==> config.mk <==
export PLATFORM = sky130hd
export DESIGN_NAME = iob_device
export DESIGN_NICKNAME = d
export VERILOG_FILES = /design/src/design/iob_pkg.sv /design/src/design/iob_sync_edge.sv /design/src/design/iob_axil_slave.sv /design/src/design/iob_device.sv
export SDC_FILE = /design/constraint.sdc
export NUM_CORES = 1
export LEC_CHECK = 0
export ABC_AREA = 0
export BUFFER_PORTS_ARGS = -buffer_cell sky130_fd_sc_hd__clkbuf_2
export CAP_MARGIN = 20
export CORE_MARGIN = 8
export CORE_UTILIZATION = 40
export CTS_CLUSTER_DIAMETER = 80
export CTS_CLUSTER_SIZE = 20
export DETAILED_ROUTE_END_ITERATION = 16
export PLACE_DENSITY_LB_ADDON = 0.3
export SYNTH_ARGS = -nofsm -noshare
export SYNTH_HDL_FRONTEND = slang
export SYNTH_SLANG_ARGS = --single-unit
==> constraint.sdc <==
create_clock -name clock -period 3.35 [get_ports clock]
set_input_delay 0.335 -clock clock [delete_from_list [all_inputs] [get_ports clock]]
set_output_delay 0.335 -clock clock [all_outputs]
set_load 0.005 [all_outputs]
==> src/design/iob_pkg.sv <==
// Constants and types shared by the I/O bus device interface
package iob_pkg;

	// ********************************
	// Register map
	// ********************************
	localparam logic [7:0]  REG_CONFIG    = 8'h00;
	localparam logic [7:0]  REG_STATUS    = 8'h04;
	localparam logic [7:0]  REG_BUFFER    = 8'h08;
	localparam logic [31:0] CONFIG_RST    = 32'h0000_0001;

	// Config fields
	localparam int CFG_ADDR_LSB  = 0;
	localparam int CFG_MBIT_LSB  = 8;
	localparam int CFG_MBIT_W    = 4;
	localparam int CFG_NO_READY  = 16;
	localparam int CFG_BLOCK     = 17;
	localparam int CFG_PARITY_EN = 18;

	// Status fields
	localparam int ST_READY      = 0;
	localparam int ST_BUSY       = 1;
	localparam int ST_MASK       = 2;
	localparam int ST_DIR        = 3;
	localparam int ST_CHAN_EN    = 4;
	localparam int ST_CHAN_READY = 5;
	localparam int ST_INT_FLAG   = 6;
	localparam int ST_OVERRUN    = 7;
	localparam int ST_CHAN_REQ   = 8;
	localparam int ST_BLOCK_STOP = 9;

	// AXI responses
	localparam logic [1:0]  RESP_OKAY     = 2'h0;
	localparam logic [1:0]  RESP_DECERR   = 2'h3;

	// ********************************
	// Control and skip function codes
	// ********************************
	localparam logic [3:0]  FN_WRITE      = 4'h1;
	localparam logic [3:0]  FN_READ       = 4'h2;
	localparam logic [3:0]  FN_CHAN_ON    = 4'h3;
	localparam logic [3:0]  FN_CHAN_OFF   = 4'h4;
	localparam logic [3:0]  FN_HALT       = 4'h5;
	localparam logic [3:0]  SK_READY      = 4'h1;
	localparam logic [3:0]  SK_BUSY       = 4'h2;
	localparam logic [3:0]  SK_INT        = 4'h3;
	localparam logic [3:0]  SK_NOT_BUSY   = 4'h4;

	// ********************************
	// Strobe vector bit positions
	// ********************************
	localparam int STB_OCP  = 0;
	localparam int STB_RRL  = 1;
	localparam int STB_OTP  = 2;
	localparam int STB_SMK  = 3;
	localparam int STB_DIP  = 4;
	localparam int STB_DLP  = 5;
	localparam int STB_ERL  = 6;
	localparam int STB_ACK  = 7;
	localparam int STB_DAL  = 8;
	localparam int STB_SKS  = 9;
	localparam int STB_NORM = 10;
	localparam int STB_W    = 11;

	// Direction flip-flop values
	localparam logic DIR_IN  = 1'b0;
	localparam logic DIR_OUT = 1'b1;

	// Channel sequencer states
	typedef enum logic [1:0] {CH_OFF, CH_IDLE, CH_REQ, CH_XFER} iob_ch_state_t;

	// Register write request
	typedef struct packed {
		logic [7:0]  addr;
		logic [31:0] data;
		logic [3:0]  strb;
	} iob_wreq_t;

endpackage

==> src/design/iob_sync_edge.sv <==
// Two-stage synchroniser with rising and falling edge pulses
`timescale 1ns/100ps
module iob_sync_edge #(
	parameter int W = 1
) (
	input  wire logic         clock,
	input  wire logic         sys_rst,
	input  wire logic [W-1:0] d,
	output logic      [W-1:0] q,
	output logic      [W-1:0] rise,
	output logic      [W-1:0] fall
);
	logic [W-1:0] meta_r;
	logic [W-1:0] sync_r;
	logic [W-1:0] prev_r;

	// Meta stage feeds only the second stage
	always_ff @(posedge clock) begin
		if (sys_rst) begin
			meta_r <= '0;
			sync_r <= '0;
			prev_r <= '0;
		end else begin
			meta_r <= d;
			sync_r <= meta_r;
			prev_r <= sync_r;
		end
	end

	// Edge pulses from settled stages
	assign q    = sync_r;
	assign rise = sync_r & ~prev_r;
	assign fall = ~sync_r & prev_r;
endmodule

==> src/design/iob_axil_slave.sv <==
// AXI4-Lite slave front end producing register strobes
`timescale 1ns/100ps
module iob_axil_slave (
	input  wire logic          clock,
	input  wire logic          sys_rst,
	input  wire logic          s_awvalid,
	output logic               s_awready,
	input  wire logic [7:0]    s_awaddr,
	input  wire logic          s_wvalid,
	output logic               s_wready,
	input  wire logic [31:0]   s_wdata,
	input  wire logic [3:0]    s_wstrb,
	output logic               s_bvalid,
	input  wire logic          s_bready,
	output logic [1:0]         s_bresp,
	input  wire logic          s_arvalid,
	output logic               s_arready,
	input  wire logic [7:0]    s_araddr,
	output logic               s_rvalid,
	input  wire logic          s_rready,
	output logic [31:0]        s_rdata,
	output logic [1:0]         s_rresp,
	output logic               wr_en,
	output iob_pkg::iob_wreq_t wr_req,
	input  wire logic          wr_ok,
	input  wire logic [31:0]   rd_data,
	input  wire logic          rd_ok
);
	logic aw_held_r;
	logic w_held_r;

	assign s_awready = !aw_held_r && !s_bvalid;
	assign s_wready  = !w_held_r && !s_bvalid;
	assign s_arready = !s_rvalid;
	assign wr_en     = aw_held_r && w_held_r && !s_bvalid;

	// Write address and data captured in either order
	always_ff @(posedge clock) begin
		if (sys_rst) begin
			aw_held_r <= 1'b0;
			w_held_r  <= 1'b0;
			wr_req    <= '0;
			s_bvalid  <= 1'b0;
			s_bresp   <= iob_pkg::RESP_OKAY;
		end else begin
			if (s_awvalid && s_awready) begin
				aw_held_r   <= 1'b1;
				wr_req.addr <= s_awaddr;
			end
			if (s_wvalid && s_wready) begin
				w_held_r    <= 1'b1;
				wr_req.data <= s_wdata;
				wr_req.strb <= s_wstrb;
			end
			if (wr_en) begin
				aw_held_r <= 1'b0;
				w_held_r  <= 1'b0;
				s_bvalid  <= 1'b1;
				s_bresp   <= wr_ok ? iob_pkg::RESP_OKAY : iob_pkg::RESP_DECERR;
			end else if (s_bready) begin
				s_bvalid  <= 1'b0;
			end
		end
	end

	// Read answered one cycle after the address is taken
	always_ff @(posedge clock) begin
		if (sys_rst) begin
			s_rvalid <= 1'b0;
			s_rdata  <= '0;
			s_rresp  <= iob_pkg::RESP_OKAY;
		end else if (s_arvalid && s_arready) begin
			s_rvalid <= 1'b1;
			s_rdata  <= rd_ok ? rd_data : 32'h0000_0000;
			s_rresp  <= rd_ok ? iob_pkg::RESP_OKAY : iob_pkg::RESP_DECERR;
		end else if (s_rready) begin
			s_rvalid <= 1'b0;
		end
	end
endmodule

==> src/design/iob_device.sv <==
// Device control interface on the parallel I/O bus
// Summary of operation
// - Decode address and function on control pulses
// - Write-type control sets ready and busy
// - Read-type control sets busy only
// - Direction flip-flop follows control command type
// - Skip test selects ready, busy or interrupt
// - Drive input bus only when addressed
// - Input ready reset clears buffer and ready
// - Output strobe loads output word into buffer
// - Output mode: ready reset spares buffer, clears ready
// - Load pulse trailing edge sets ready again
// - Mask set pulse samples assigned output bit
// - Drop-in loads buffer, sets ready, holds data
// - Interrupt line equals ready and mask, or event flag and mask on no-ready devices
// - Interrupt skip needs mask and ready, or mask and event flag on no-ready devices
// - Normalize clears busy, ready and mask
// - Channel address, when channel enabled, also selects alongside normal address decode
// - Channel enable gates requests; end-of-range stops
// - Out of data raises block stop line
// - No-ready devices clear interrupt on clear strobe
// - Drop channel request once channel address seen
//
// Design decisions made here: the register offsets and register access over AXI4-Lite.
`timescale 1ns/100ps
module iob_device #(
	parameter int ADDR_W = 6,
	parameter int FUNC_W = 4,
	parameter int DATA_W = 16
) (
	input  wire logic              clock,
	input  wire logic              sys_rst,
	input  wire logic              s_awvalid,
	output logic                   s_awready,
	input  wire logic [7:0]        s_awaddr,
	input  wire logic              s_wvalid,
	output logic                   s_wready,
	input  wire logic [31:0]       s_wdata,
	input  wire logic [3:0]        s_wstrb,
	output logic                   s_bvalid,
	input  wire logic              s_bready,
	output logic [1:0]             s_bresp,
	input  wire logic              s_arvalid,
	output logic                   s_arready,
	input  wire logic [7:0]        s_araddr,
	output logic                   s_rvalid,
	input  wire logic              s_rready,
	output logic [31:0]            s_rdata,
	output logic [1:0]             s_rresp,
	input  wire logic [ADDR_W-1:0] address_bus,
	input  wire logic [FUNC_W-1:0] function_bus,
	input  wire logic [DATA_W-1:0] output_bus,
	input  wire logic              output_control_command,
	input  wire logic              skip_condition_test,
	input  wire logic              ready_reset_pulse,
	input  wire logic              output_strobe_pulse,
	input  wire logic              mask_set_pulse,
	input  wire logic              master_clear_level,
	input  wire logic              power_on_normalize_pulse,
	input  wire logic              channel_address_line,
	input  wire logic              end_of_range_pulse,
	input  wire logic              interrupt_clear_strobe,
	output logic [DATA_W-1:0]      input_bus,
	output logic                   input_bus_oe,
	output logic                   skip_response_line,
	output logic                   program_interrupt_line,
	output logic                   channel_request_line,
	output logic                   block_stop_line,
	output logic                   parity_error_line,
	input  wire logic              device_drop_in_pulse,
	input  wire logic [DATA_W-1:0] drop_in_data,
	input  wire logic              device_load_pulse,
	output logic [DATA_W-1:0]      load_data,
	output logic                   busy_level,
	output logic                   output_mode,
	input  wire logic              data_exhausted,
	input  wire logic              parity_fault
);
	localparam int LVL_W = ADDR_W + FUNC_W + 2 * DATA_W;

	// ********************************
	// Elaboration checks
	// ********************************
	if (DATA_W < 1 || DATA_W > 32 || DATA_W > (1 << iob_pkg::CFG_MBIT_W)) begin : g_bad_data
		$error("DATA_W must lie in 1..16");
	end
	if (ADDR_W < 1 || ADDR_W > 8 || FUNC_W != 4) begin : g_bad_addr
		$error("ADDR_W must lie in 1..8 and FUNC_W must be 4");
	end

	// ********************************
	// Declarations
	// ********************************
	logic [iob_pkg::STB_W-1:0] stb_raw;
	logic [iob_pkg::STB_W-1:0] stb_lvl;
	logic [iob_pkg::STB_W-1:0] stb_rise;
	logic [iob_pkg::STB_W-1:0] stb_fall;
	logic [LVL_W-1:0]          lvl_raw;
	logic [LVL_W-1:0]          lvl_q;
	logic [ADDR_W-1:0]         addr_s;
	logic [FUNC_W-1:0]         func_s;
	logic [DATA_W-1:0]         obus_s;
	logic [DATA_W-1:0]         dip_s;
	logic                      normalize;
	logic                      addr_hit;
	logic                      selected;
	logic                      ocp_hit;
	logic                      int_cond;
	logic                      skip_nxt;
	logic                      dip_take;
	logic                      wr_en;
	iob_pkg::iob_wreq_t        wr_req;
	logic                      wr_ok;
	logic [31:0]               rd_data;
	logic                      rd_ok;
	logic [31:0]               config_r;
	logic [31:0]               status;
	logic                      ready_r;
	logic                      busy_r;
	logic                      mask_r;
	logic                      dir_r;
	logic                      int_flag_r;
	logic                      overrun_r;
	logic                      chan_en_r;
	logic                      chan_ready_r;
	logic [DATA_W-1:0]         buffer_r;
	iob_pkg::iob_ch_state_t    ch_state_r;
	iob_pkg::iob_ch_state_t    ch_state_nxt;

	// Test an address against a register offset
	function automatic logic reg_hit(input logic [7:0] addr, input logic [7:0] off);
		reg_hit = (addr[7:2] == off[7:2]);
	endfunction

	// Merge a written word into a register under byte strobes
	function automatic logic [31:0] merge_bytes(input logic [31:0] old_v,
		input logic [31:0] new_v, input logic [3:0] strb);
		logic [31:0] res;
		res = old_v;
		for (int i = 0; i < 4; i++) begin
			if (strb[i]) begin
				res[8*i +: 8] = new_v[8*i +: 8];
			end
		end
		merge_bytes = res;
	endfunction

	// ********************************
	// Strobe and bus synchronisation
	// ********************************
	// All host and mechanism strobes enter one synchroniser
	always_comb begin
		stb_raw                    = '0;
		stb_raw[iob_pkg::STB_OCP]  = output_control_command;
		stb_raw[iob_pkg::STB_RRL]  = ready_reset_pulse;
		stb_raw[iob_pkg::STB_OTP]  = output_strobe_pulse;
		stb_raw[iob_pkg::STB_SMK]  = mask_set_pulse;
		stb_raw[iob_pkg::STB_DIP]  = device_drop_in_pulse;
		stb_raw[iob_pkg::STB_DLP]  = device_load_pulse;
		stb_raw[iob_pkg::STB_ERL]  = end_of_range_pulse;
		stb_raw[iob_pkg::STB_ACK]  = interrupt_clear_strobe;
		stb_raw[iob_pkg::STB_DAL]  = channel_address_line;
		stb_raw[iob_pkg::STB_SKS]  = skip_condition_test;
		stb_raw[iob_pkg::STB_NORM] = master_clear_level | power_on_normalize_pulse;
	end

	// Buses share the strobe latency so data lines up
	assign lvl_raw = {address_bus, function_bus, output_bus, drop_in_data};

	// Strobes synchronised before any flip-flop sees them
	iob_sync_edge #(.W(iob_pkg::STB_W)) u_stb_sync (
		.clock   (clock),
		.sys_rst (sys_rst),
		.d       (stb_raw),
		.q       (stb_lvl),
		.rise    (stb_rise),
		.fall    (stb_fall)
	);

	iob_sync_edge #(.W(LVL_W)) u_lvl_sync (
		.clock   (clock),
		.sys_rst (sys_rst),
		.d       (lvl_raw),
		.q       (lvl_q),
		.rise    (),
		.fall    ()
	);

	assign {addr_s, func_s, obus_s, dip_s} = lvl_q;

	// ********************************
	// Address and function decode
	// ********************************
	assign normalize = stb_lvl[iob_pkg::STB_NORM];
	assign addr_hit  = (addr_s == config_r[iob_pkg::CFG_ADDR_LSB +: ADDR_W]);
	assign selected  = addr_hit | (chan_en_r & stb_lvl[iob_pkg::STB_DAL]);
	assign ocp_hit   = stb_rise[iob_pkg::STB_OCP] & addr_hit;
	assign dip_take  = stb_rise[iob_pkg::STB_DIP] & busy_r & (dir_r == iob_pkg::DIR_IN)
		& !ready_r;
	// Interrupt condition per device kind
	assign int_cond  = config_r[iob_pkg::CFG_NO_READY] ? (int_flag_r & mask_r)
		: (ready_r & mask_r);

	// ********************************
	// Ready flip-flop
	// ********************************
	always_ff @(posedge clock) begin
		if (sys_rst || normalize) begin
			ready_r <= 1'b0;
		end else if (ocp_hit && func_s == iob_pkg::FN_WRITE) begin
			ready_r <= 1'b1;
		end else if (ocp_hit && (func_s == iob_pkg::FN_READ || func_s == iob_pkg::FN_HALT)) begin
			ready_r <= 1'b0;
		end else if (dip_take) begin
			ready_r <= 1'b1;
		end else if (stb_fall[iob_pkg::STB_DLP] && dir_r == iob_pkg::DIR_OUT && busy_r) begin
			ready_r <= 1'b1;
		end else if (stb_rise[iob_pkg::STB_RRL] && selected && dir_r == iob_pkg::DIR_IN) begin
			ready_r <= 1'b0;
		end else if (stb_fall[iob_pkg::STB_RRL] && selected && dir_r == iob_pkg::DIR_OUT) begin
			ready_r <= 1'b0;
		end
	end

	// ********************************
	// Busy and direction flip-flops
	// ********************************
	always_ff @(posedge clock) begin
		if (sys_rst || normalize) begin
			busy_r <= 1'b0;
		end else if (ocp_hit && (func_s == iob_pkg::FN_WRITE || func_s == iob_pkg::FN_READ)) begin
			busy_r <= 1'b1;
		end else if (ocp_hit && func_s == iob_pkg::FN_HALT) begin
			busy_r <= 1'b0;
		end
	end

	// Direction held through normalize, set by command type
	always_ff @(posedge clock) begin
		if (sys_rst) begin
			dir_r <= iob_pkg::DIR_IN;
		end else if (ocp_hit && func_s == iob_pkg::FN_WRITE) begin
			dir_r <= iob_pkg::DIR_OUT;
		end else if (ocp_hit && func_s == iob_pkg::FN_READ) begin
			dir_r <= iob_pkg::DIR_IN;
		end
	end

	// ********************************
	// Mask and interrupt flag
	// ********************************
	always_ff @(posedge clock) begin
		if (sys_rst || normalize) begin
			mask_r <= 1'b0;
		end else if (stb_rise[iob_pkg::STB_SMK]) begin
			mask_r <= obus_s[config_r[iob_pkg::CFG_MBIT_LSB +: iob_pkg::CFG_MBIT_W]];
		end
	end

	// Mechanism event flag for devices without ready; set wins
	always_ff @(posedge clock) begin
		if (sys_rst || normalize) begin
			int_flag_r <= 1'b0;
		end else if (stb_rise[iob_pkg::STB_DIP]) begin
			int_flag_r <= 1'b1;
		end else if (stb_rise[iob_pkg::STB_ACK]) begin
			int_flag_r <= 1'b0;
		end
	end

	// ********************************
	// Data buffer
	// ********************************
	always_ff @(posedge clock) begin
		if (sys_rst) begin
			buffer_r <= '0;
		end else if (dip_take) begin
			buffer_r <= dip_s;
		end else if (stb_rise[iob_pkg::STB_OTP] && selected && dir_r == iob_pkg::DIR_OUT) begin
			buffer_r <= obus_s;
		end else if (stb_rise[iob_pkg::STB_RRL] && selected && dir_r == iob_pkg::DIR_IN) begin
			buffer_r <= '0;
		end
	end

	// Drop-in refused while data waits; set wins over clear
	always_ff @(posedge clock) begin
		if (sys_rst) begin
			overrun_r <= 1'b0;
		end else if (stb_rise[iob_pkg::STB_DIP] && busy_r && dir_r == iob_pkg::DIR_IN && ready_r) begin
			overrun_r <= 1'b1;
		end else if (wr_en && reg_hit(wr_req.addr, iob_pkg::REG_STATUS)
			&& wr_req.strb[0] && wr_req.data[iob_pkg::ST_OVERRUN]) begin
			overrun_r <= 1'b0;
		end
	end

	// ********************************
	// Host-facing outputs
	// ********************************
	// Skip condition selected by function bits
	always_comb begin
		case (func_s)
			iob_pkg::SK_READY:    skip_nxt = ready_r;
			iob_pkg::SK_BUSY:     skip_nxt = busy_r;
			iob_pkg::SK_INT:      skip_nxt = int_cond;
			iob_pkg::SK_NOT_BUSY: skip_nxt = !busy_r;
			default:              skip_nxt = 1'b0;
		endcase
		skip_nxt = skip_nxt & stb_lvl[iob_pkg::STB_SKS] & addr_hit;
	end

	always_ff @(posedge clock) begin
		if (sys_rst) begin
			skip_response_line     <= 1'b0;
			program_interrupt_line <= 1'b0;
			input_bus_oe           <= 1'b0;
			parity_error_line      <= 1'b0;
		end else begin
			skip_response_line     <= skip_nxt;
			program_interrupt_line <= int_cond;
			input_bus_oe           <= selected && dir_r == iob_pkg::DIR_IN;
			parity_error_line      <= parity_fault & config_r[iob_pkg::CFG_PARITY_EN];
		end
	end

	assign input_bus   = buffer_r;
	assign load_data   = buffer_r;
	assign busy_level  = busy_r;
	assign output_mode = dir_r;

	// ********************************
	// Direct channel sequencer
	// ********************************
	always_ff @(posedge clock) begin
		if (sys_rst || normalize) begin
			chan_en_r    <= 1'b0;
			chan_ready_r <= 1'b0;
		end else if (ocp_hit && func_s == iob_pkg::FN_CHAN_ON) begin
			chan_en_r    <= 1'b1;
			chan_ready_r <= 1'b1;
		end else if (ocp_hit && func_s == iob_pkg::FN_CHAN_OFF) begin
			chan_en_r    <= 1'b0;
		end else if (stb_rise[iob_pkg::STB_ERL] && selected) begin
			chan_ready_r <= 1'b0;
		end
	end

	always_comb begin
		ch_state_nxt = ch_state_r;
		case (ch_state_r)
			iob_pkg::CH_OFF: begin
				if (chan_en_r && chan_ready_r) begin
					ch_state_nxt = iob_pkg::CH_IDLE;
				end
			end
			iob_pkg::CH_IDLE: begin
				if (!chan_en_r || !chan_ready_r) begin
					ch_state_nxt = iob_pkg::CH_OFF;
				end else if (ready_r && busy_r) begin
					ch_state_nxt = iob_pkg::CH_REQ;
				end
			end
			iob_pkg::CH_REQ: begin
				if (!chan_en_r || !chan_ready_r) begin
					ch_state_nxt = iob_pkg::CH_OFF;
				end else if (stb_rise[iob_pkg::STB_DAL]) begin
					ch_state_nxt = iob_pkg::CH_XFER;
				end
			end
			iob_pkg::CH_XFER: begin
				if (!stb_lvl[iob_pkg::STB_DAL] && !ready_r) begin
					ch_state_nxt = iob_pkg::CH_IDLE;
				end
			end
			default: ch_state_nxt = iob_pkg::CH_OFF;
		endcase
	end

	always_ff @(posedge clock) begin
		if (sys_rst || normalize) begin
			ch_state_r           <= iob_pkg::CH_OFF;
			channel_request_line <= 1'b0;
			block_stop_line      <= 1'b0;
		end else begin
			ch_state_r           <= ch_state_nxt;
			channel_request_line <= (ch_state_nxt == iob_pkg::CH_REQ);
			block_stop_line      <= config_r[iob_pkg::CFG_BLOCK] && chan_en_r
				&& chan_ready_r && busy_r && data_exhausted;
		end
	end

	// ********************************
	// Register file
	// ********************************
	always_ff @(posedge clock) begin
		if (sys_rst) begin
			config_r <= iob_pkg::CONFIG_RST;
		end else if (wr_en && reg_hit(wr_req.addr, iob_pkg::REG_CONFIG)) begin
			config_r <= merge_bytes(config_r, wr_req.data, wr_req.strb);
		end
	end

	always_comb begin
		status                         = '0;
		status[iob_pkg::ST_READY]      = ready_r;
		status[iob_pkg::ST_BUSY]       = busy_r;
		status[iob_pkg::ST_MASK]       = mask_r;
		status[iob_pkg::ST_DIR]        = dir_r;
		status[iob_pkg::ST_CHAN_EN]    = chan_en_r;
		status[iob_pkg::ST_CHAN_READY] = chan_ready_r;
		status[iob_pkg::ST_INT_FLAG]   = int_flag_r;
		status[iob_pkg::ST_OVERRUN]    = overrun_r;
		status[iob_pkg::ST_CHAN_REQ]   = channel_request_line;
		status[iob_pkg::ST_BLOCK_STOP] = block_stop_line;
	end

	// Read decode; unmapped offsets answer with a decode error
	always_comb begin
		rd_ok   = 1'b1;
		rd_data = '0;
		if (reg_hit(s_araddr, iob_pkg::REG_CONFIG)) begin
			rd_data = config_r;
		end else if (reg_hit(s_araddr, iob_pkg::REG_STATUS)) begin
			rd_data = status;
		end else if (reg_hit(s_araddr, iob_pkg::REG_BUFFER)) begin
			rd_data = 32'(buffer_r);
		end else begin
			rd_ok = 1'b0;
		end
	end

	assign wr_ok = reg_hit(wr_req.addr, iob_pkg::REG_CONFIG)
		|| reg_hit(wr_req.addr, iob_pkg::REG_STATUS)
		|| reg_hit(wr_req.addr, iob_pkg::REG_BUFFER);

	iob_axil_slave u_axil (
		.clock     (clock),
		.sys_rst   (sys_rst),
		.s_awvalid (s_awvalid),
		.s_awready (s_awready),
		.s_awaddr  (s_awaddr),
		.s_wvalid  (s_wvalid),
		.s_wready  (s_wready),
		.s_wdata   (s_wdata),
		.s_wstrb   (s_wstrb),
		.s_bvalid  (s_bvalid),
		.s_bready  (s_bready),
		.s_bresp   (s_bresp),
		.s_arvalid (s_arvalid),
		.s_arready (s_arready),
		.s_araddr  (s_araddr),
		.s_rvalid  (s_rvalid),
		.s_rready  (s_rready),
		.s_rdata   (s_rdata),
		.s_rresp   (s_rresp),
		.wr_en     (wr_en),
		.wr_req    (wr_req),
		.wr_ok     (wr_ok),
		.rd_data   (rd_data),
		.rd_ok     (rd_ok)
	);
endmodule

==> results of run 1 <==
[logic make-up (layout without fill, tap and decap cells)]
kind of cell              after synthesis  count (layout)  share of synthesized area [%]
muxes                                  21              21                           2.82
xor gates and xnor gates                7               7                          0.664
buffers and inverters                 103             243                           5.19
AOI/OAI and AO/OA                     192             192                           13.6
DFF                                   259             259                           56.1
and+or+nand+nor                       410             410                           21.6
[through the flow]
step | instances | worst slack (ns)
finish | 1417 | 1.04
global route | 1417 | 0.768
CTS | 1417 | 0.989
detailed placement | 1397 | 0.856
global placement | 1397 | 0.969
floorplan | 992 | 1.55
[worst max-delay path by stage]
stage	from	end	slack, ns
6_report	config_r[5]	input_bus[5]	1.04
5_1_grt	output_mode	input_bus[5]	0.77
2_1_floorplan	output_mode	input_bus[10]	1.55
3_5_place_dp	s_araddr[7]	u_axil.s_rdata[28]	0.86
4_1_cts	config_r[5]	input_bus[5]	0.99
3_3_place_gp	s_araddr[7]	u_axil.s_rdata[26]	0.97
[critical path, cell delays in order, from the launching register on]
cell and delay [ns]:
sky130_fd_sc_hd__dfxtp_1 0.36, sky130_fd_sc_hd__xor2_1 0.21, sky130_fd_sc_hd__nor4_4 0.41, sky130_fd_sc_hd__a21boi_2 0.17
sky130_fd_sc_hd__o21a_1 0.49, sky130_fd_sc_hd__a2111oi_0 0.52
[per-layer routing]
layer  GRT usage (%)  routed length (microns)  vias up  share of wire, %
li1                -                        -     3543                 -
met1            20.3                    10400     3107                46
met2            25.1                    10200      167                45
met3            3.65                     1370       31               6.1
met4            4.27                      486        4               2.2
met5               0                       23        -              0.10
[cell type report]
| type | count | area share [%] |
|---|---|---|
| clock buffer | 17 | 3.98 |
| tap | 285 | 3.33 |
| clock inverter | 3 | 0.339 |
| multi-input combinational | 630 | 33.4 |
| inverter | 25 | 0.877 |
| sequential | 259 | 48.5 |
| timing repair buffer | 198 | 9.62 |
[power breakdown]
group          internal [uW]  switching [uW]
combinational            150             200
clock                    931            1020
sequential              3180            51.2
[state kept, by name, summed over array words and instances (netlist names), 2 cells and up]
name,flops
ch_state_r,2
config_r,32
input_bus,16
u_axil.s_rdata,32
u_axil.wr_req,42
u_lvl_sync.meta_r,42
u_lvl_sync.q,42
u_stb_sync.meta_r,11
u_stb_sync.prev_r,9
u_stb_sync.q,11
[layout by cell type, fill, tap and decap left out, drive strengths merged, types with 6 or more instances in the layout]
master,netlist,layout
nor3,12,12
a22oi,17,17
nand3,10,10
a21oi,108,108
dfxtp,259,259
mux2i,17,17
o211ai,10,10
clkbuf,44,208
inv,25,27
nand2,174,174
xor2,6,6
a22o,10,10
nor2,64,64
a2111oi,16,16
o21ai,9,9
nor2b,115,115
buf,34,7
and2,9,9
==> flow_metrics.env, run 1 <==
export IMPL_run_status="finished, final reports clean"
export IMPL_max_cap_violations=0
export IMPL_vias=6852
export IMPL_synth_warnings=0
export IMPL_synth_cells_most_frequent="sky130_fd_sc_hd__dfxtp_1, sky130_fd_sc_hd__nand2_1, sky130_fd_sc_hd__nor2b_1, sky130_fd_sc_hd__a21oi_1, sky130_fd_sc_hd__nor2_1"
export IMPL_timing_setup_tns_ns=0
export IMPL_fraction_of_layout_cells_with_a_size_suffix_above_1_pct=21.1
export IMPL_count_of_state_elements_after_synthesis=259
export IMPL_yosys_cell_types_count=54
export IMPL_cp_data_arrival_time_ns=2.66
export IMPL_yosys_top_cells_area="sky130_fd_sc_hd__dfxtp_1, sky130_fd_sc_hd__nor2b_1, sky130_fd_sc_hd__nand2_1"
export IMPL_cts_hold_buffers=0
export IMPL_tritoncts_num_sinks=259
export IMPL_async_flop_share_pct=0
export IMPL_dominantRegCellSynth="sky130_fd_sc_hd__dfxtp_1"
export IMPL_synthesis_area_per_instance_sq_um=9.31
export IMPL_synth_largest_area_cell="sky130_fd_sc_hd__dfxtp_1"
export IMPL_path_class="reg2reg"
export IMPL_fmax_mhz=434
export IMPL_postPlaceCellArea_sq_um=10200
export IMPL_hold_path_cell_count=2
export IMPL_ctsHtreeMaxLevel=1
export IMPL_synth_top_cell_area_share_pct=56.1
export IMPL_dp_final_hpwl_mm=16.1
export IMPL_synth_fp_nets=1107
export IMPL_avgViaCountPerCell=4.84
export IMPL_grt_pass1_wl_mm=35.8
export IMPL_insertion_delay_ns=0.49
export IMPL_finalHoldViolations=0
export IMPL_most_common_cell_in_the_netlist="sky130_fd_sc_hd__dfxtp_1"
export IMPL_leakage_uw=0.00434
export IMPL_gp_congestion=0.810
export IMPL_setup_worst_path_end_class="register"
export IMPL_sequential_cell_area_sq_um=5180
export IMPL_number_of_enable_flip_flop_cells_after_synthesis=0
export IMPL_die_width_microns=168
export IMPL_core_region_area_sq_um=22600
export IMPL_total_power_uw=5530
export IMPL_relSlewSlack_pct=38.9
export IMPL_firstDrtPassIters=4
export IMPL_post_synth_inst_count=992
export IMPL_tightest_slew_ns=0.916
export IMPL_period_minus_slack_ns=2.31
export IMPL_timing_reg2reg_setup_slack_ns=1.04
export IMPL_cts_path_max_buffers=3
export IMPL_r2r_cell_count=5
export IMPL_final_cell_utilization_of_the_core_pct=47.3
export IMPL_post_route_cell_area_sq_um=10700
export IMPL_grt_antenna_before_repair=2
export IMPL_pin_count_of_the_biggest_net_entering_global_routing=145
export IMPL_ctsResizeCount=0
export IMPL_multi_input_comb_area_sq_um=3570
export IMPL_num_rows=55
export IMPL_timing_final_max_slew_violations=0
export IMPL_rr_startpoint="config_r[5]"
export IMPL_routed_wire_length_mm=22.4
export IMPL_overflow=0
export IMPL_worst_r2r_endpoint="input_bus[5]"
export IMPL_cts_setup_buffers=0
export IMPL_holdCritStartpoint="s_rready"
export IMPL_detailedRoute_firstIterationViolations=472
export IMPL_finish_stage_setup_viols=0
export IMPL_synth_area_sq_um=9240
export IMPL_antenna_violating_nets_post_route=0
export IMPL_final_nets=1246
export IMPL_globalRouteTotalUtil_pct=15.5
export IMPL_worst_ep_required_time_ns=3.70
export IMPL_top_level_ports=196
export IMPL_port_buffers=191
export IMPL_first_global_vias=6795
export IMPL_timing_critical_path_from_type="register"
export IMPL_fp_dieArea_sq_um=28200
export IMPL_p_per_area_nw_per_um2=517
export IMPL_antenna_diode_count=0
export IMPL_root_buffer="sky130_fd_sc_hd__clkbuf_16"
export IMPL_hold_path_endpoint="u_axil.s_rvalid"
export IMPL_hold_path_class="in2reg"
export IMPL_yosysSeqAreaShare_pct=56.1
export IMPL_synthToLayoutAreaGrowth_pct=15.9
export IMPL_worst_clock_skew_ns=0.0164
export IMPL_worst_hold_slack_ns=0.0389
export IMPL_peak_vdd_ir_uv=329
export IMPL_clock_tree_from_tritoncts="done"
export IMPL_period_share_pct=68.8
export IMPL_initial_utilization_pct=40.8
export IMPL_drc_errors=0
export IMPL_grt_setup_unrepaired="no"
export IMPL_tritoncts_num_buffers=17
export IMPL_crit_fanout=16
export IMPL_worst_setup_hold_path_clk_slew_ns=0.08
export IMPL_wl_per_cell_microns=15.8
export IMPL_fillers=2235
export IMPL_fp_dieH_microns=168
(Power assumes the default switching activity.)
==> inputs of run 2 (changes only) <==
Settings changed: ABC_AREA 0 to 1.
Clock period 3.35 ns to 2.3 ns, I/O delays scaled along.
==> flow_metrics.env, run 2 <==
export IMPL_period_minus_slack_ns=2.03
export IMPL_timing_critical_path_from_type="register"
export IMPL_most_common_cell_in_the_netlist="sky130_fd_sc_hd__dfxtp_1"
export IMPL_top_level_ports=196
export IMPL_power_frac_clock_pct=34.3
export IMPL_synth_area_sq_um=9510
export IMPL_avgViaCountPerCell=4.56
export IMPL_path_class="reg2reg"
export IMPL_cts_path_max_buffers=3
export IMPL_power_frac_seq_pct=57.2
export IMPL_kind_of_cell_with_the_highest_combined_delay_on_the_critical_path="simple AND/OR/NAND/NOR gates"
export IMPL_synth_largest_area_cell="sky130_fd_sc_hd__dfxtp_1"
export IMPL_peak_vdd_ir_uv=449
export IMPL_cellInternalPower_uw=6360
export IMPL_die_width_microns=170
export IMPL_fp_dieH_microns=170
export IMPL_yosysSeqAreaShare_pct=54.5
export IMPL_run_status="finished, final reports clean"
export IMPL_wl_per_cell_microns=13.6
export IMPL_critical_path_buffers_and_inverters=1
export IMPL_tritoncts_num_buffers=17
export IMPL_tritoncts_num_sinks=259
export IMPL_timing_final_max_slew_violations=0
export IMPL_finalHoldViolations=0
export IMPL_critical_path_slowest_cell="sky130_fd_sc_hd__nor2_4"
export IMPL_p_per_area_nw_per_um2=699
export IMPL_overflow=0
export IMPL_fp_dieArea_sq_um=29000
export IMPL_drc_errors=0
export IMPL_longest_individual_stage_delay_on_the_worst_path_ns=0.55
export IMPL_cts_setup_buffers=0
export IMPL_relSlewSlack_pct=51.4
export IMPL_most_common_layout_cells="sky130_fd_sc_hd__dfxtp_1, sky130_fd_sc_hd__nor2_1, sky130_fd_sc_hd__inv_1, sky130_fd_sc_hd__clkbuf_2, sky130_fd_sc_hd__nand2_1"
export IMPL_antenna_violating_nets_post_route=0
export IMPL_number_of_enable_flip_flop_cells_after_synthesis=0
export IMPL_leakage_uw=0.00553
export IMPL_critical_path_cell_chain="inv_1, nand2_1, nand2_1, nor2_1, nand3_2, nand2_4, nand2_2, nand2_2, nor2_4, nand2_1, nand2_1, nor2_1"
export IMPL_synth_top_cell_area_share_pct=54.5
export IMPL_async_flop_share_pct=0
export IMPL_yosys_top_cells_area="sky130_fd_sc_hd__dfxtp_1, sky130_fd_sc_hd__nor2_1, sky130_fd_sc_hd__inv_1"
export IMPL_root_buffer="sky130_fd_sc_hd__clkbuf_16"
export IMPL_crit_fanout=32
export IMPL_insertion_delay_ns=0.51
export IMPL_tightest_slew_ns=0.729
export IMPL_synthesis_area_per_instance_sq_um=7.65
export IMPL_first_global_vias=7946
export IMPL_worst_hold_slack_ns=0.0162
export IMPL_detailedRoute_firstIterationViolations=553
export IMPL_power_share_switching_pct=23.7
export IMPL_synthToLayoutAreaGrowth_pct=25.6
export IMPL_port_buffers=191
export IMPL_power_net_switching_uw=1980
export IMPL_pin_count_of_the_biggest_net_entering_global_routing=100
export IMPL_clock_tree_from_tritoncts="done"
export IMPL_layout_commonest_cell="sky130_fd_sc_hd__dfxtp_1"
export IMPL_gp_congestion=0.839
export IMPL_multi_input_comb_area_sq_um=3170
export IMPL_vias=8216
export IMPL_cp_data_arrival_time_ns=2.42
export IMPL_grt_pass1_wl_mm=38.9
export IMPL_synth_cells_most_frequent="sky130_fd_sc_hd__dfxtp_1, sky130_fd_sc_hd__nor2_1, sky130_fd_sc_hd__inv_1, sky130_fd_sc_hd__nand2_1, sky130_fd_sc_hd__o21ai_0"
export IMPL_ctsHtreeMaxLevel=1
export IMPL_setup_worst_path_end_class="register"
export IMPL_initial_utilization_pct=40.6
export IMPL_max_cap_violations=0
export IMPL_p_comb_share_pct=8.5
export IMPL_yosys_cell_types_count=37
export IMPL_fillers=2339
export IMPL_post_synth_inst_count=1244
export IMPL_synth_warnings=0
export IMPL_count_of_state_elements_after_synthesis=259
export IMPL_synth_fp_nets=1359
export IMPL_dominantRegCellSynth="sky130_fd_sc_hd__dfxtp_1"
export IMPL_num_rows=56
export IMPL_firstDrtPassIters=5
export IMPL_worst_setup_hold_path_clk_slew_ns=0.08
export IMPL_period_share_pct=88.2
export IMPL_grt_antenna_before_repair=0
export IMPL_worst_clock_skew_ns=0.0238
export IMPL_timing_setup_tns_ns=0
export IMPL_critical_path_top_cell_by_count="sky130_fd_sc_hd__nand2_1"
export IMPL_worst_ep_required_time_ns=2.69
export IMPL_fmax_mhz=493
export IMPL_hold_path_class="in2reg"
export IMPL_core_region_area_sq_um=23400
export IMPL_globalRouteTotalUtil_pct=16.5
export IMPL_dp_final_hpwl_mm=17.3
export IMPL_fraction_of_layout_cells_with_a_size_suffix_above_1_pct=17.0
export IMPL_sequential_cell_area_sq_um=5180
export IMPL_timing_reg2reg_setup_slack_ns=0.27
export IMPL_final_nets=1594
export IMPL_grt_setup_unrepaired="no"
export IMPL_routed_wire_length_mm=24.5
export IMPL_finish_stage_setup_viols=0
==> run 2: cell types whose count changed in the layout (fill, tap and decap cells not counted), sizes merged, moves of 30 or more <==
cell,previous run,this run
dlygate4sd3,0,87
inv,27,206
nand3,10,40
nor2,64,257
nor2b,115,0
o21ai,9,109
==> run 2: power by group through the flow <==
stage                     clock network, uW  registers, uW  logic, uW
after floorplan                           0           4850        374
final                                  2860           4770        713
after global placement                    0           4870        591
after detailed placement                  0           4880        601
after global routing                   3130           4790        813
after CTS                              2970           4770        723
==> run 2: worst reg2reg max path, stage by stage, from the launching register on <==
cell and delay [ns]:
sky130_fd_sc_hd__dfxtp_1 0.32, sky130_fd_sc_hd__inv_1 0.09, sky130_fd_sc_hd__nand2_1 0.07, sky130_fd_sc_hd__nand2_1 0.06
sky130_fd_sc_hd__nor2_1 0.05, sky130_fd_sc_hd__nand3_2 0.12, sky130_fd_sc_hd__nand2_4 0.16, sky130_fd_sc_hd__nand2_2 0.16
sky130_fd_sc_hd__nand2_2 0.08, sky130_fd_sc_hd__nor2_4 0.55, sky130_fd_sc_hd__nand2_1 0.12, sky130_fd_sc_hd__nand2_1 0.09
sky130_fd_sc_hd__nor2_1 0.04
==> run 2: cell families (layout without fill, tap and decap cells) <==
| family | count (synthesis) | count (layout) | share of synthesized area, % |
|---|---|---|---|
| simple gates | 477 | 477 | 20.7 |
| compound gates | 224 | 224 | 12.6 |
| other cells | 0 | 1 | 0 |
| buf+inv | 284 | 520 | 12.2 |
| flops | 259 | 259 | 54.5 |
==> run 2: worst paths after layout <==
check	to	depth (start not counted)	start
setup / recovery	input_bus[12]	12	config_r[0]
hold / removal	u_axil.s_bvalid	4	s_bready
setup reg to reg	input_bus[12]	12	config_r[0]
hold reg to reg	u_lvl_sync.q[29]	2	u_lvl_sync.meta_r[29]
==> run 2: metrics by stage <==
stage          power, uW  setup slack, ns  area (sq um)  std cells  utilization [%]
6_report            8350            0.272         11900       1800             51.0
5_1_grt             8740           0.0190         11900       1799             51.0
4_1_cts             8460            0.293         11900       1799             51.0
3_5_place_dp        5480            0.309         10600       1692             45.3
3_3_place_gp        5460            0.413         10600       1692             45.3
2_1_floorplan       5230            0.861          9510       1244                -
==> run 2: what timing repair did <==
action | CTS | global route
hold buffers | 87 | 0
gates resized for setup | 0 | 0
hold endpoints to repair | 86 | 0
==> run 2: routing by layer <==
| metal | share of wire [%] | track usage [%] |
|---|---|---|
| met1 | 43 | 20.0 |
| met2 | 49 | 28.8 |
| met3 | 5.5 | 3.22 |
| met4 | 2.5 | 5.34 |
| met5 | 0 | 0 |
==> run 2: layout make-up <==
class,count,area share [%]
Sequential cell,259,43.4
Multi-Input combinational cell,701,26.5
Timing Repair Buffer,290,16.3
Inverter,210,6.60
Clock buffer,17,3.56
Tap cell,319,3.34
Clock inverter,3,0.283
Antenna cell,1,0.0209
==> inputs of run 3 (changes only) <==
Settings changed: PLACE_DENSITY from default to 0.65, PLACE_DENSITY_LB_ADDON 0.3 to default, RECOVER_POWER from default to 100.
==> flow_metrics.env, run 3 (synthesized netlist as in run 2, its figures left out) <==
export IMPL_tritoncts_num_buffers=16
export IMPL_avgViaCountPerCell=4.55
export IMPL_first_global_vias=8222
export IMPL_longest_individual_stage_delay_on_the_worst_path_ns=0.54
export IMPL_cp_data_arrival_time_ns=2.37
export IMPL_wl_per_cell_microns=13.7
export IMPL_overflow=0
export IMPL_worst_clock_skew_ns=0.0124
export IMPL_fmax_mhz=505
export IMPL_num_rows=56
export IMPL_setup_worst_path_end_class="register"
export IMPL_peak_vdd_ir_uv=468
export IMPL_critical_path_buffers_and_inverters=1
export IMPL_worst_hold_slack_ns=0.0106
export IMPL_insertion_delay_ns=0.49
export IMPL_pin_count_of_the_biggest_net_entering_global_routing=78
export IMPL_cellInternalPower_uw=6320
export IMPL_path_class="reg2reg"
export IMPL_initial_utilization_pct=40.6
export IMPL_run_status="finished, final reports clean"
export IMPL_timing_setup_tns_ns=0
export IMPL_timing_reg2reg_setup_slack_ns=0.32
export IMPL_grt_setup_unrepaired="no"
export IMPL_power_frac_seq_pct=58.0
export IMPL_multi_input_comb_area_sq_um=3150
export IMPL_worst_ep_required_time_ns=2.69
export IMPL_crit_fanout=32
export IMPL_power_frac_clock_pct=33.5
export IMPL_relSlewSlack_pct=20.6
export IMPL_clock_tree_from_tritoncts="done"
export IMPL_finalHoldViolations=0
export IMPL_layout_commonest_cell="sky130_fd_sc_hd__dfxtp_1"
export IMPL_detailedRoute_firstIterationViolations=463
export IMPL_sequential_cell_area_sq_um=5180
export IMPL_fraction_of_layout_cells_with_a_size_suffix_above_1_pct=12.0
export IMPL_port_buffers=191
export IMPL_routed_wire_length_mm=24.6
export IMPL_cts_path_max_buffers=3
export IMPL_power_net_switching_uw=1900
export IMPL_hold_path_class="in2reg"
export IMPL_globalRouteTotalUtil_pct=16.9
export IMPL_period_share_pct=86.2
export IMPL_core_region_area_sq_um=23400
export IMPL_max_cap_violations=0
export IMPL_timing_final_max_slew_violations=0
export IMPL_p_comb_share_pct=8.5
export IMPL_top_level_ports=196
export IMPL_leakage_uw=0.00527
export IMPL_power_share_switching_pct=23.1
export IMPL_die_width_microns=170
export IMPL_dp_final_hpwl_mm=17.5
export IMPL_tritoncts_num_sinks=259
export IMPL_firstDrtPassIters=5
export IMPL_kind_of_cell_with_the_highest_combined_delay_on_the_critical_path="simple AND/OR/NAND/NOR gates"
export IMPL_critical_path_top_cell_by_count="sky130_fd_sc_hd__nand2_1"
export IMPL_drc_errors=0
export IMPL_worst_setup_hold_path_clk_slew_ns=0.09
export IMPL_finish_stage_setup_viols=0
export IMPL_critical_path_slowest_cell="sky130_fd_sc_hd__nor2_4"
export IMPL_fillers=2381
export IMPL_gp_congestion=0.867
export IMPL_grt_antenna_before_repair=0
export IMPL_timing_critical_path_from_type="register"
export IMPL_ctsResizeCount=0
export IMPL_final_nets=1594
export IMPL_fp_dieH_microns=170
export IMPL_ctsHtreeMaxLevel=1
export IMPL_fp_dieArea_sq_um=29000
export IMPL_vias=8185
export IMPL_most_common_layout_cells="sky130_fd_sc_hd__dfxtp_1, sky130_fd_sc_hd__nor2_1, sky130_fd_sc_hd__inv_1, sky130_fd_sc_hd__nand2_1, sky130_fd_sc_hd__clkbuf_2"
export IMPL_p_per_area_nw_per_um2=698
export IMPL_tightest_slew_ns=1.19
export IMPL_grt_pass1_wl_mm=40.0
export IMPL_root_buffer="sky130_fd_sc_hd__clkbuf_16"
export IMPL_critical_path_cell_chain="inv_1, nand2_1, nand2_1, nor2_1, nand3_2, nand2_4, nand2_2, nand2_2, nor2_4, nand2_1, nand2_1, nor2_1"
export IMPL_period_minus_slack_ns=1.98
export IMPL_antenna_violating_nets_post_route=0
export IMPL_synthToLayoutAreaGrowth_pct=23.8
[run 3: final cells by class]
class | instances | share of cell area (%)
Sequential cell | 259 | 44.0
Multi-Input combinational cell | 701 | 26.8
Timing Repair Buffer | 291 | 15.4
Inverter | 210 | 6.69
Clock buffer | 18 | 3.64
Tap cell | 319 | 3.39
Antenna cell | 2 | 0.0425
[run 3: stage by stage]
step | worst slack [ns] | cell area (sq um) | utilization, % | std cells | power, uW
2_1_floorplan | 0.861 | 9510 | - | 1244 | 5230
3_3_place_gp | 0.392 | 10600 | 45.4 | 1696 | 5470
3_5_place_dp | 0.333 | 10600 | 45.4 | 1696 | 5480
4_1_cts | 0.322 | 11900 | 50.9 | 1798 | 8320
5_1_grt | 0.0472 | 11800 | 50.3 | 1798 | 8590
6_report | 0.318 | 11800 | 50.3 | 1800 | 8210
[run 3: path summary, 6_finish.rpt]
| check | start | to | depth (start not counted) |
|---|---|---|---|
| hold / removal | s_wdata[9] | u_axil.wr_req[13] | 3 |
| hold reg to reg | u_lvl_sync.meta_r[26] | u_lvl_sync.q[26] | 2 |
| setup / recovery | config_r[4] | input_bus[13] | 12 |
| setup reg to reg | config_r[4] | input_bus[13] | 12 |
[run 3: per-layer routing]
metal	share of wire, %	vias to the layer above	global-route usage [%]
met5	0	-	0
met4	2.9	0	6.18
met3	6.3	47	3.85
met2	49	201	29.9
met1	42	3672	19.8
li1	-	4265	-
[run 3: worst min-delay path: stages]
cell and delay, ns:
sky130_fd_sc_hd__clkbuf_2 0.09, sky130_fd_sc_hd__o21ai_0 0.08, sky130_fd_sc_hd__nor2_1 0.08
[run 3: power by group through the flow]
stage          clock network [uW]  logic [uW]  registers [uW]
6_report                     2750         699            4770
5_1_grt                      3000         799            4790
4_1_cts                      2830         724            4770
3_5_place_dp                    0         606            4880
3_3_place_gp                    0         596            4870
2_1_floorplan                   0         374            4850
[run 3: repair_timing]
action,in CTS,in global routing
setup buffers,0,0
hold buffers,84,0
endpoints found under the hold margin,83,0
